## src/design/bse_defines.vh

```
// Opcode codes, state codes and widths for the bit and skip execution block
`ifndef BSE_DEFINES_VH
`define BSE_DEFINES_VH

// Opcode field width
`define BSE_OP_W 4
// Operation codes presented on i_op
`define BSE_OP_BIT_SET 4'h0
`define BSE_OP_BIT_CLEAR 4'h1
`define BSE_OP_BANK_ZERO_BIT_SET 4'h2
`define BSE_OP_BANK_ZERO_BIT_CLEAR 4'h3
`define BSE_OP_COMPARE_IMM 4'h4
`define BSE_OP_COMPARE_MEM 4'h5
`define BSE_OP_INC_TO_ACC 4'h6
`define BSE_OP_INC_MEM 4'h7
`define BSE_OP_DEC_TO_ACC 4'h8
`define BSE_OP_DEC_MEM 4'h9
`define BSE_OP_TEST_LOW 4'hA
`define BSE_OP_TEST_HIGH 4'hB
`define BSE_OP_BANK_ZERO_TEST_LOW 4'hC
`define BSE_OP_BANK_ZERO_TEST_HIGH 4'hD

// One-hot state codes
`define BSE_ST_W 4
`define BSE_ST_IDLE 4'h1
`define BSE_ST_READ 4'h2
`define BSE_ST_EXEC 4'h4
`define BSE_ST_SKIP 4'h8

// Reset byte value and the unit byte used for increment, decrement and bit masks
`define BSE_RST_BYTE 8'h00
`define BSE_ONE_BYTE 8'h01

`endif

```

## src/design/bse_exec.v

```verilog
// Execution unit for bit set/clear, compare and increment/decrement/test with skip
`include "bse_defines.vh"

module bse_exec #(
  parameter BANK_W = 2,
  parameter ADDR_W = 8
) (
  input wire i_clk,
  input wire i_nrst,
  input wire i_valid,
  input wire [`BSE_OP_W-1:0] i_op,
  input wire [2:0] i_bit,
  input wire [ADDR_W-1:0] i_addr,
  input wire [7:0] i_imm,
  input wire [BANK_W-1:0] i_bank,
  input wire [7:0] i_acc,
  input wire [7:0] i_mem_rdata,
  output wire o_ready,
  output reg o_mem_rd_en,
  output reg [BANK_W-1:0] o_mem_bank,
  output reg [ADDR_W-1:0] o_mem_addr,
  output reg o_mem_we,
  output reg [7:0] o_mem_wdata,
  output reg o_acc_we,
  output reg [7:0] o_acc_wdata,
  output reg o_flag_we,
  output reg o_zero_flag,
  output reg o_carry_flag,
  output reg o_skip,
  output reg o_done,
  output reg o_discard
);

  // Sequencer state, one-hot
  reg [`BSE_ST_W-1:0] state;
  // Next sequencer state
  reg [`BSE_ST_W-1:0] next_state;
  // Captured operation
  reg [`BSE_OP_W-1:0] op;
  // Captured bit index
  reg [2:0] bit_sel;
  // Captured immediate
  reg [7:0] imm;
  // Captured accumulator
  reg [7:0] acc;

  // One-hot state codes, taken from the shared header
  localparam [`BSE_ST_W-1:0] ST_IDLE = `BSE_ST_IDLE;
  localparam [`BSE_ST_W-1:0] ST_READ = `BSE_ST_READ;
  localparam [`BSE_ST_W-1:0] ST_EXEC = `BSE_ST_EXEC;
  localparam [`BSE_ST_W-1:0] ST_SKIP = `BSE_ST_SKIP;

  // Timing of one issued word, take edge as cycle 0:
  // cycle 1 read request, address and bank stand
  // cycle 2 memory byte must be on i_mem_rdata
  // cycle 3 done plus write, flag and skip strobes
  // Limitation: a pending skip waits for the next word,
  // so the core must keep issuing after a skip
  // Trade-off: memory is read even for the immediate
  // compare, which keeps one fixed sequence for all codes

  // Issue accepted in idle; in skip the arriving word is swallowed
  assign o_ready = state[0] | state[3];

  // Operand forced to bank zero for the bank-zero group
  // Decoded from the issue word, as the bank is latched then
  wire bank_zero_op = (i_op == `BSE_OP_BANK_ZERO_BIT_SET) |
                      (i_op == `BSE_OP_BANK_ZERO_BIT_CLEAR) |
                      (i_op == `BSE_OP_BANK_ZERO_TEST_LOW) |
                      (i_op == `BSE_OP_BANK_ZERO_TEST_HIGH);

  // Single-bit mask for the captured bit index
  wire [7:0] bit_mask = `BSE_ONE_BYTE << bit_sel;
  // Selected bit of the fetched byte
  wire bit_val = |(i_mem_rdata & bit_mask);
  // Compare operand: immediate or memory byte
  wire [7:0] cmp_opnd = (op == `BSE_OP_COMPARE_IMM) ? imm : i_mem_rdata;
  // Nine-bit difference; bit 8 set means a borrow occurred
  wire [8:0] cmp_diff = {1'b0, acc} - {1'b0, cmp_opnd};
  // Incremented memory byte, wrap intended
  wire [7:0] inc_val = i_mem_rdata + `BSE_ONE_BYTE;
  // Decremented memory byte, wrap intended
  wire [7:0] dec_val = i_mem_rdata - `BSE_ONE_BYTE;
  // Hazard: the byte is read raw, so the core
  // must hold it through the execute cycle

  // Results computed in the execute cycle
  // Memory write request
  reg next_mem_we;
  // Byte to write back
  reg [7:0] next_mem_wdata;
  // Accumulator write request
  reg next_acc_we;
  // Value for the accumulator
  reg [7:0] next_acc_wdata;
  // Flag update request, compares only
  reg next_flag_we;
  // Zero flag candidate
  reg next_zero;
  // Carry flag candidate
  reg next_carry;
  // Skip condition met
  reg next_skip;

  // Datapath decode; only meaningful while executing
  always @* begin
    // Defaults: no strobes, flags hold their value
    next_mem_we = 1'b0;
    next_mem_wdata = i_mem_rdata;
    next_acc_we = 1'b0;
    next_acc_wdata = acc;
    next_flag_we = 1'b0;
    next_zero = o_zero_flag;
    next_carry = o_carry_flag;
    next_skip = 1'b0;
    case (op)
      // Set one bit, others kept
      `BSE_OP_BIT_SET: begin
        next_mem_we = 1'b1;
        next_mem_wdata = i_mem_rdata | bit_mask;
      end
      // Clear one bit, others kept
      `BSE_OP_BIT_CLEAR: begin
        next_mem_we = 1'b1;
        next_mem_wdata = i_mem_rdata & ~bit_mask;
      end
      // Bank was forced to zero at issue
      `BSE_OP_BANK_ZERO_BIT_SET: begin
        next_mem_we = 1'b1;
        next_mem_wdata = i_mem_rdata | bit_mask;
      end
      // Bank was forced to zero at issue
      `BSE_OP_BANK_ZERO_BIT_CLEAR: begin
        next_mem_we = 1'b1;
        next_mem_wdata = i_mem_rdata & ~bit_mask;
      end
      // Compares never store the difference
      `BSE_OP_COMPARE_IMM: begin
        next_flag_we = 1'b1;
        next_zero = (cmp_diff[7:0] == `BSE_RST_BYTE);
        next_carry = ~cmp_diff[8];
        next_skip = (acc == cmp_opnd);
      end
      // Memory operand, same flag rules
      `BSE_OP_COMPARE_MEM: begin
        next_flag_we = 1'b1;
        next_zero = (cmp_diff[7:0] == `BSE_RST_BYTE);
        next_carry = ~cmp_diff[8];
        next_skip = (acc == cmp_opnd);
      end
      // Result to accumulator, memory untouched
      `BSE_OP_INC_TO_ACC: begin
        next_acc_we = 1'b1;
        next_acc_wdata = inc_val;
        next_skip = (inc_val == `BSE_RST_BYTE);
      end
      // Result written back into the byte
      `BSE_OP_INC_MEM: begin
        next_mem_we = 1'b1;
        next_mem_wdata = inc_val;
        next_skip = (inc_val == `BSE_RST_BYTE);
      end
      // Result to accumulator, memory untouched
      `BSE_OP_DEC_TO_ACC: begin
        next_acc_we = 1'b1;
        next_acc_wdata = dec_val;
        next_skip = (dec_val == `BSE_RST_BYTE);
      end
      // Result written back into the byte
      `BSE_OP_DEC_MEM: begin
        next_mem_we = 1'b1;
        next_mem_wdata = dec_val;
        next_skip = (dec_val == `BSE_RST_BYTE);
      end
      // Tests leave memory and flags alone
      `BSE_OP_TEST_LOW: begin
        next_skip = ~bit_val;
      end
      // Current bank, skip on a set bit
      `BSE_OP_TEST_HIGH: begin
        next_skip = bit_val;
      end
      // Bank zero, skip on a clear bit
      `BSE_OP_BANK_ZERO_TEST_LOW: begin
        next_skip = ~bit_val;
      end
      // Bank zero, skip on a set bit
      `BSE_OP_BANK_ZERO_TEST_HIGH: begin
        next_skip = bit_val;
      end
      // Unknown codes complete with no effect
      default: begin
        next_skip = 1'b0;
      end
    endcase
  end

  // Sequencing: idle -> read -> exec -> idle or skip
  always @* begin
    case (state)
      // Wait for an issued word
      ST_IDLE: begin
        next_state = i_valid ? ST_READ : ST_IDLE;
      end
      // Memory byte arrives in the next cycle
      ST_READ: begin
        next_state = ST_EXEC;
      end
      // A met skip condition adds the discard phase
      ST_EXEC: begin
        next_state = next_skip ? ST_SKIP : ST_IDLE;
      end
      // Waits for the next word and throws it away
      ST_SKIP: begin
        next_state = i_valid ? ST_IDLE : ST_SKIP;
      end
      // Recover from an illegal code
      default: begin
        next_state = `BSE_ST_IDLE;
      end
    endcase
  end

  // State register
  always @(posedge i_clk or negedge i_nrst) begin
    if (!i_nrst) begin
      // Idle after reset, ready for a word
      state <= ST_IDLE;
    end else begin
      state <= next_state;
    end
  end

  // Capture operands at issue; a discarded word is never captured
  always @(posedge i_clk or negedge i_nrst) begin
    if (!i_nrst) begin
      // Neutral operands until the first word
      op <= `BSE_OP_BIT_SET;
      bit_sel <= 3'h0;
      imm <= `BSE_RST_BYTE;
      acc <= `BSE_RST_BYTE;
      o_mem_bank <= {BANK_W{1'b0}};
      o_mem_addr <= {ADDR_W{1'b0}};
    end else if (state[0] && i_valid) begin
      // Operands stay put until the next issue
      op <= i_op;
      bit_sel <= i_bit;
      imm <= i_imm;
      acc <= i_acc;
      // Bank zero group ignores the selected bank
      o_mem_bank <= bank_zero_op ? {BANK_W{1'b0}} : i_bank;
      o_mem_addr <= i_addr;
    end
  end

  // Registered one-cycle result strobes; held flags keep their value
  always @(posedge i_clk or negedge i_nrst) begin
    if (!i_nrst) begin
      // All strobes low, data cleared
      o_mem_rd_en <= 1'b0;
      o_mem_we <= 1'b0;
      o_mem_wdata <= `BSE_RST_BYTE;
      o_acc_we <= 1'b0;
      o_acc_wdata <= `BSE_RST_BYTE;
      o_flag_we <= 1'b0;
      o_zero_flag <= 1'b0;
      o_carry_flag <= 1'b0;
      o_skip <= 1'b0;
      o_done <= 1'b0;
      o_discard <= 1'b0;
    end else begin
      // Strobes are single-cycle pulses
      // Read is issued for one cycle after capture
      o_mem_rd_en <= state[0] & i_valid;
      // Result strobes only leave the execute cycle
      o_mem_we <= state[2] & next_mem_we;
      o_acc_we <= state[2] & next_acc_we;
      o_flag_we <= state[2] & next_flag_we;
      o_skip <= state[2] & next_skip;
      o_done <= state[2];
      // Swallowed word: no write strobe fires for it
      o_discard <= state[3] & i_valid;
      if (state[2]) begin
        o_mem_wdata <= next_mem_wdata;
        o_acc_wdata <= next_acc_wdata;
        o_zero_flag <= next_zero;
        o_carry_flag <= next_carry;
      end
    end
  end

endmodule

```

## config.mk

```make
export PLATFORM = sky130hd
export DESIGN_NAME = bse_exec
export DESIGN_NICKNAME = d
export VERILOG_FILES = /design/src/design/bse_exec.v
export VERILOG_INCLUDE_DIRS = /design/src /design/src/design
export SDC_FILE = /design/constraint.sdc
export NUM_CORES = 1
export LEC_CHECK = 0
export BUFFER_PORTS_ARGS = -buffer_cell sky130_fd_sc_hd__clkbuf_2
export CAP_MARGIN = 20
export CORE_ASPECT_RATIO = 0.8
export CORE_MARGIN = 2
export CORE_UTILIZATION = 38
export CTS_BUF_LIST = sky130_fd_sc_hd__clkbuf_2 sky130_fd_sc_hd__clkbuf_4 sky130_fd_sc_hd__clkbuf_8
export CTS_CLUSTER_SIZE = 30
export DETAILED_ROUTE_END_ITERATION = 12
export GPL_TIMING_DRIVEN = 0
export PLACE_DENSITY = 0.68
export RECOVER_POWER = 50
export SYNTH_ARGS = -nofsm -noshare
export SYNTH_HDL_FRONTEND = slang
export SYNTH_SLANG_ARGS = --single-unit
```

## constraint.sdc

```tcl
create_clock -name i_clk -period 8.14 [get_ports i_clk]
set_input_delay 0 -clock i_clk [delete_from_list [all_inputs] [get_ports i_clk]]
set_output_delay 0 -clock i_clk [all_outputs]
set_load 0.05 [all_outputs]
```

Word level (Yosys, flattened, before mapping)
Cells that the tools add are included.

storage, ports and cells
  output and inout port bits = 36
  word-level logic and storage cells = 88
  flip-flop bits (word level) = 62
  input port bits = 44

operators by class
  shift-type cells = 1
  muxes and demuxes = 12
  eq/ne operators = 22
  reductions and logical operators = 16
  $add $sub $neg = 3
  bitwise gates (word level) = 16

operators by type and width
  operator             count
  $eq 4x4->1 const B   9
  $pmux 8 s4           1
  $logic_not 8->1      3
  $eq 4x2->1 const B   5
  $eq 4x3->1 const B   5
  $and 8x8->8          2
  $pmux 4 s4           1
  $pmux 8 s2           1
  $reduce_or 2->1      8
  $sub 8x8->9          1
  $add 8x1->8 const B  1
  $eq 4x1->1 const B   2
  $eq 8x8->1           1
  $mux 4               2
  $mux 8               1
  $not 8->8            1
  $or 8x8->8           1
  $reduce_or 8->1      1
  $shl 1x3->8 const A  1
  $sub 8x1->8 const B  1
  $and 1x1->1          6
  $reduce_or 6->1      1
  $pmux 1 s5           1
  $logic_not 4->1      1
  6 further kinds      13

Longest topological paths before layout
  depth in word-level cells = 7
  depth in mapped cells = 13
  gate-level depth less buffers = 12

Least setup slack after synthesis
Ideal clock, no wire load.

  kind = flip-flop to flip-flop
  start point = reg op[1]
  end point = reg o_zero_flag
  library setup time = 0.110 ns
  clock period less this slack = 3.258 ns
  required time = 8.030 ns
  cell stages (with the launch flop) = 11
  data arrival time = 3.148 ns
  buffers on the path = 1
  setup slack = 4.882 ns
  cell sequence = dfrtp_1 -> clkbuf_1 -> or3b_1 -> nor2_1 -> o21ai_0 -> ha_1 -> fa_1 -> xnor2_1 -> a2111oi_0 -> nand3_1 -> o41ai_1

between the ends
  word-level cells in the longest chain between the ends = 4
  elaborated cells on any way between the ends = 7
  those cells by class = 1 x add/sub; 2 x eq/ne; 1 x mux; 3 x reduce/logical

ends and longest elaborated chain
  item                              RTL line        source
  start, declared                   bse_exec.v:39   reg [`BSE_OP_W-1:0] op;
  start signal, assigned            bse_exec.v:238  op <= `BSE_OP_BIT_SET;
  start signal, assigned            bse_exec.v:246  op <= i_op;
  $eq 4x3->1                        bse_exec.v:116  case (op)
  $mux 8                            bse_exec.v:77   wire [7:0] cmp_opnd = (op == `BSE_OP_COMPARE_IMM) ? imm : i_mem_rdata;
  $sub 8x8->9                       bse_exec.v:79   wire [8:0] cmp_diff = {1'b0, acc} - {1'b0, cmp_opnd};
  $logic_not 8->1 (no source line)  --
  end signal, assigned              bse_exec.v:286  o_zero_flag <= next_zero;
  end, declared                     bse_exec.v:27   output reg o_zero_flag,

Several ways; a longest one is shown, not always the timed one.
A chain may end at the register's enable or synchronous reset.

Worst setup path after layout
Same ends and word-level chain as after synthesis.

==> results.yml <==
run_status:
  status: "finished with violations"
  failed_checks: "max-capacitance violations, max-slew violations"
cells_and_area:
  fin_util_pct: 50.31
  syn_to_final_growth_pct: 26.83
  layout.nets: 601
  num_antenna_cells: 0
  layout-drive-gt1-share_pct: 18.21
clock_network:
  cts_made_buffers: 9
  cts_tree: "yes"
  post_cts_buffers: 0
  cts.reportedPaths.clkPinSlew_ps: 60
  cts_max_path_buffers: 2
  clock_latency_ps: 350
  htreeDepth: 3
  ctsResizeCount: 0
  root_buffer: "clkbuf_8"
  cts.sinks: 62
power_and_ir_drop:
  ir_drop_mv: 0.2133
  leakage_uw: 0.002050
  pwr-share-seq_pct: 30.0
  power.total_uw: 1689
  netSwitchingPower_uw: 825.8
  pwr-share-clk_pct: 14.9
  internal_power_uw: 863.5
  swShare_pct: 48.89
  power.density_mw_per_mm2: 343.7
  p_comb_share_pct: 55.1
synth:
  synth.largest_area_cell: "dfrtp_1"
  ys_ff_latch: 62
  netlist_area_mm2: 0.003875
  synth_edf_count: 0
  synth_most_common_cell: "dfrtp_1"
  synth-main-ff-cell: "dfrtp_1"
  ys_seq_area_share_pct: 40.07
  syn_avg_cell_area_um2: 9.182
  syn_nets: 478
  netlist_top_cells_area: "dfrtp_1 39%, mux2_2 7.8%, nor2_1 3.8%"
  yosysTopAreaCellShare_pct: 39.39
  synth_cells: 422
  netlist_top_cells_count: "61 x dfrtp_1, 39 x nor2_1, 37 x nand2_1, 27 x mux2_2, 26 x o21ai_0"
  yosysUniqueCellTypes: 72
  yosysWarnings: 0
  async_reset_ff_share_pct: 100.0
drt:
  ant_nets: 0
  via_per_inst: 5.435
  dr.pass1.iters: 5
  met3_length_um: 972
  highest_layer: "met4"
  dr_wl_met2_um: 5037
  wire_per_inst_um: 16.65
  detailroute.via_count: 3723
  routed_wl_um: 11400
  drc: 0
  drt_iter0_drc: 284
  route.layer.met1.wl_um: 5267
floorplanning:
  rows: 32
  fp.dieH_um: 94.32
  die-area_mm2: 0.01103
  core-area_mm2: 0.009769
  ioPinCount: 80
  start_util_pct: 39.66
  die_w_um: 116.9
placement:
  port_buffers: 77
  dpl.hpwl_um: 8315
  place.gp.congestion: 0.9529
run:
  maxCapViolations: 1
global_route:
  grt_pass1_vias: 3478
  grt_pass1_wl_um: 18230
  grt_usage_pct: 21.70
  overflow: 0
  antenna_found_initial: 0
  grt_max_degree: 63
timing:
  max_freq_mhz: 261.9
  period_share_pct: 46.90
  period_needed_ps: 3818
  setup-tns-final_ps: 0
  rsz0062_at_grt: "false"
  tightest_slew_ps: 3341
  hold_viol_final: 0
  slew_headroom_pct: -122.7
  fin_skew_ps: 6.638
  setup_violations: 0
  finalMaxSlewViolations: 63
setup_path:
  critPathCaptureType: "register"
  crit_fanout: 10
  start_kind: "register"
  reg2reg_from: "op[1]$_DFFE_PN0P_"
  cp_common_cell: "o21ai_0"
  worstSetupPathType: "register to register"
  crit_family: "simple AND/OR/NAND/NOR gates"
  worstSetupStartpoint: "op[1]$_DFFE_PN0P_"
  required_ps: 8370
  critPathBufInv: 1
  slowest_stage: "nor2_1"
  ff2ff_setup_slack_ps: 4320
  crit_arrival_ps: 4050
  crit_chain: "clkbuf_1 -> or3b_1 -> nor2_1 -> o21ai_0 -> ha_1 -> fa_1 -> nor2b_1 -> o21ai_0 -> a21boi_0 -> o21ai_0 -> nor3b_1 -> o41ai_1"
  slowest_delay_ps: 650
hold_path:
  min_path_type: "primary input to register"
  worstHoldStart: "i_mem_rdata[7]"
-- flip-flops by register name, indices dropped and copies added, names as in the netlist --
register	count
o_zero_flag	1
o_flag_we	1
imm	8
state	4
o_mem_wdata	8
o_mem_addr	8
o_mem_rd_en	1
op	4
acc	8
o_carry_flag	1
bit_sel	3
o_mem_we	1
o_discard	1
o_acc_we	1
o_skip	1
o_done	1
o_acc_wdata	8
o_mem_bank	2
-- cells in the final DEF, fill, tap and decap left out, types with 3 or more instances in the layout --
master and count:
clkbuf_1 61, dfrtp_1 61, clkbuf_2 42, nor2_1 39, nand2_1 37, dlygate4sd3_1 35
mux2_2 27, o21ai_0 26, a21oi_1 20, inv_1 17, mux2i_1 11, a31oi_1 11
ha_1 11, clkbuf_8 11, o21ai_1 10, xor2_1 8, a221oi_1 7, nand4_1 6
nor4_1 5, nor3_1 5, nand3_1 5, or3_1 4, nand2b_1 4, o221ai_1 4
buf_2 3, nand4b_1 3, and3_1 3, o31a_1 3, o2bb2ai_1 3, or2_2 3
a22oi_1 3, o22ai_1 3, clkbuf_4 3
-- worst register-to-register path, stage by stage (launching register included) --
cell,delay [ps]
dfrtp_1,390
clkbuf_1,230
or3b_1,440
nor2_1,650
o21ai_0,200
ha_1,260
fa_1,420
nor2b_1,160
o21ai_0,120
a21boi_0,200
o21ai_0,140
nor3b_1,170
o41ai_1,330
-- path summary, 6_finish.rpt --
| kind | end | cells past startpoint |
|---|---|---|
| worst min-delay path | o_mem_wdata[7]$_DFFE_PN0P_ | 3 |
| worst max-delay path | o_zero_flag$_DFFE_PN0P_ | 12 |
| worst min register to register | o_done$_DFF_PN0_ | 0 |
| worst max register to register | o_zero_flag$_DFFE_PN0P_ | 12 |
| max in group asynchronous | o_mem_we$_DFF_PN0_ | 2 |
| min in group asynchronous | o_mem_addr[7]$_DFFE_PN0P_ | 2 |
-- power groups by stage --
stage / clock network (uW) / registers (uW) / logic (uW)
final: 251 / 507 / 932
after global routing: 272 / 521 / 1010
after CTS: 259 / 507 / 943
after detailed placement: 0 / 512 / 927
after global placement: 0 / 506 / 913
after floorplan: 0 / 714 / 487
-- metal layers --
layer,track usage [%],up-vias
met3,6.258,12
met4,5.000,0
met2,33.29,156
met1,30.40,1768
li1,-,1787
met5,0,-
-- area by class of cell --
type / count / area (um2)
tap: 136 / 170.2
buffer: 33 / 140.1
clock inverter: 1 / 5.005
clock buffer: 14 / 173.9
multi-input combinational: 309 / 2115
sequential: 62 / 1553
fill: 1000 / 4855
timing repair buffer: 112 / 690.7
inverter: 18 / 67.56
-- logic make-up after synthesis --
group	after synthesis	share of synthesized area [%]
AO/OA/AOI/OAI	112	18.79
XOR/XNOR	9	2.034
adder cells (fa/ha/maj)	12	4.068
buffers and inverters	51	5.360
flip-flops	62	40.07
multiplexers	39	11.27
AND/OR/NAND/NOR	137	18.40
-- through the flow --
step | cell area (um2) | hold WS (ps) | std cells | setup WS (ps)
2_1_floorplan | 3875 | -295.6 | 422 | 4882
3_3_place_gp | 4431 | 210.6 | 635 | 4433
3_5_place_dp | 4433 | 193.4 | 635 | 4379
4_1_cts | 4962 | 57.34 | 685 | 4336
5_1_grt | 4915 | 85.25 | 685 | 4083
6_report | 4915 | 63.12 | 685 | 4322
-- repair_timing --
action                                  4_1_cts  5_1_grt
hold buffers                                 35        0
endpoints found under the setup margin        0        0
endpoints found under the hold margin        95        0
(Power assumes the default switching activity.)
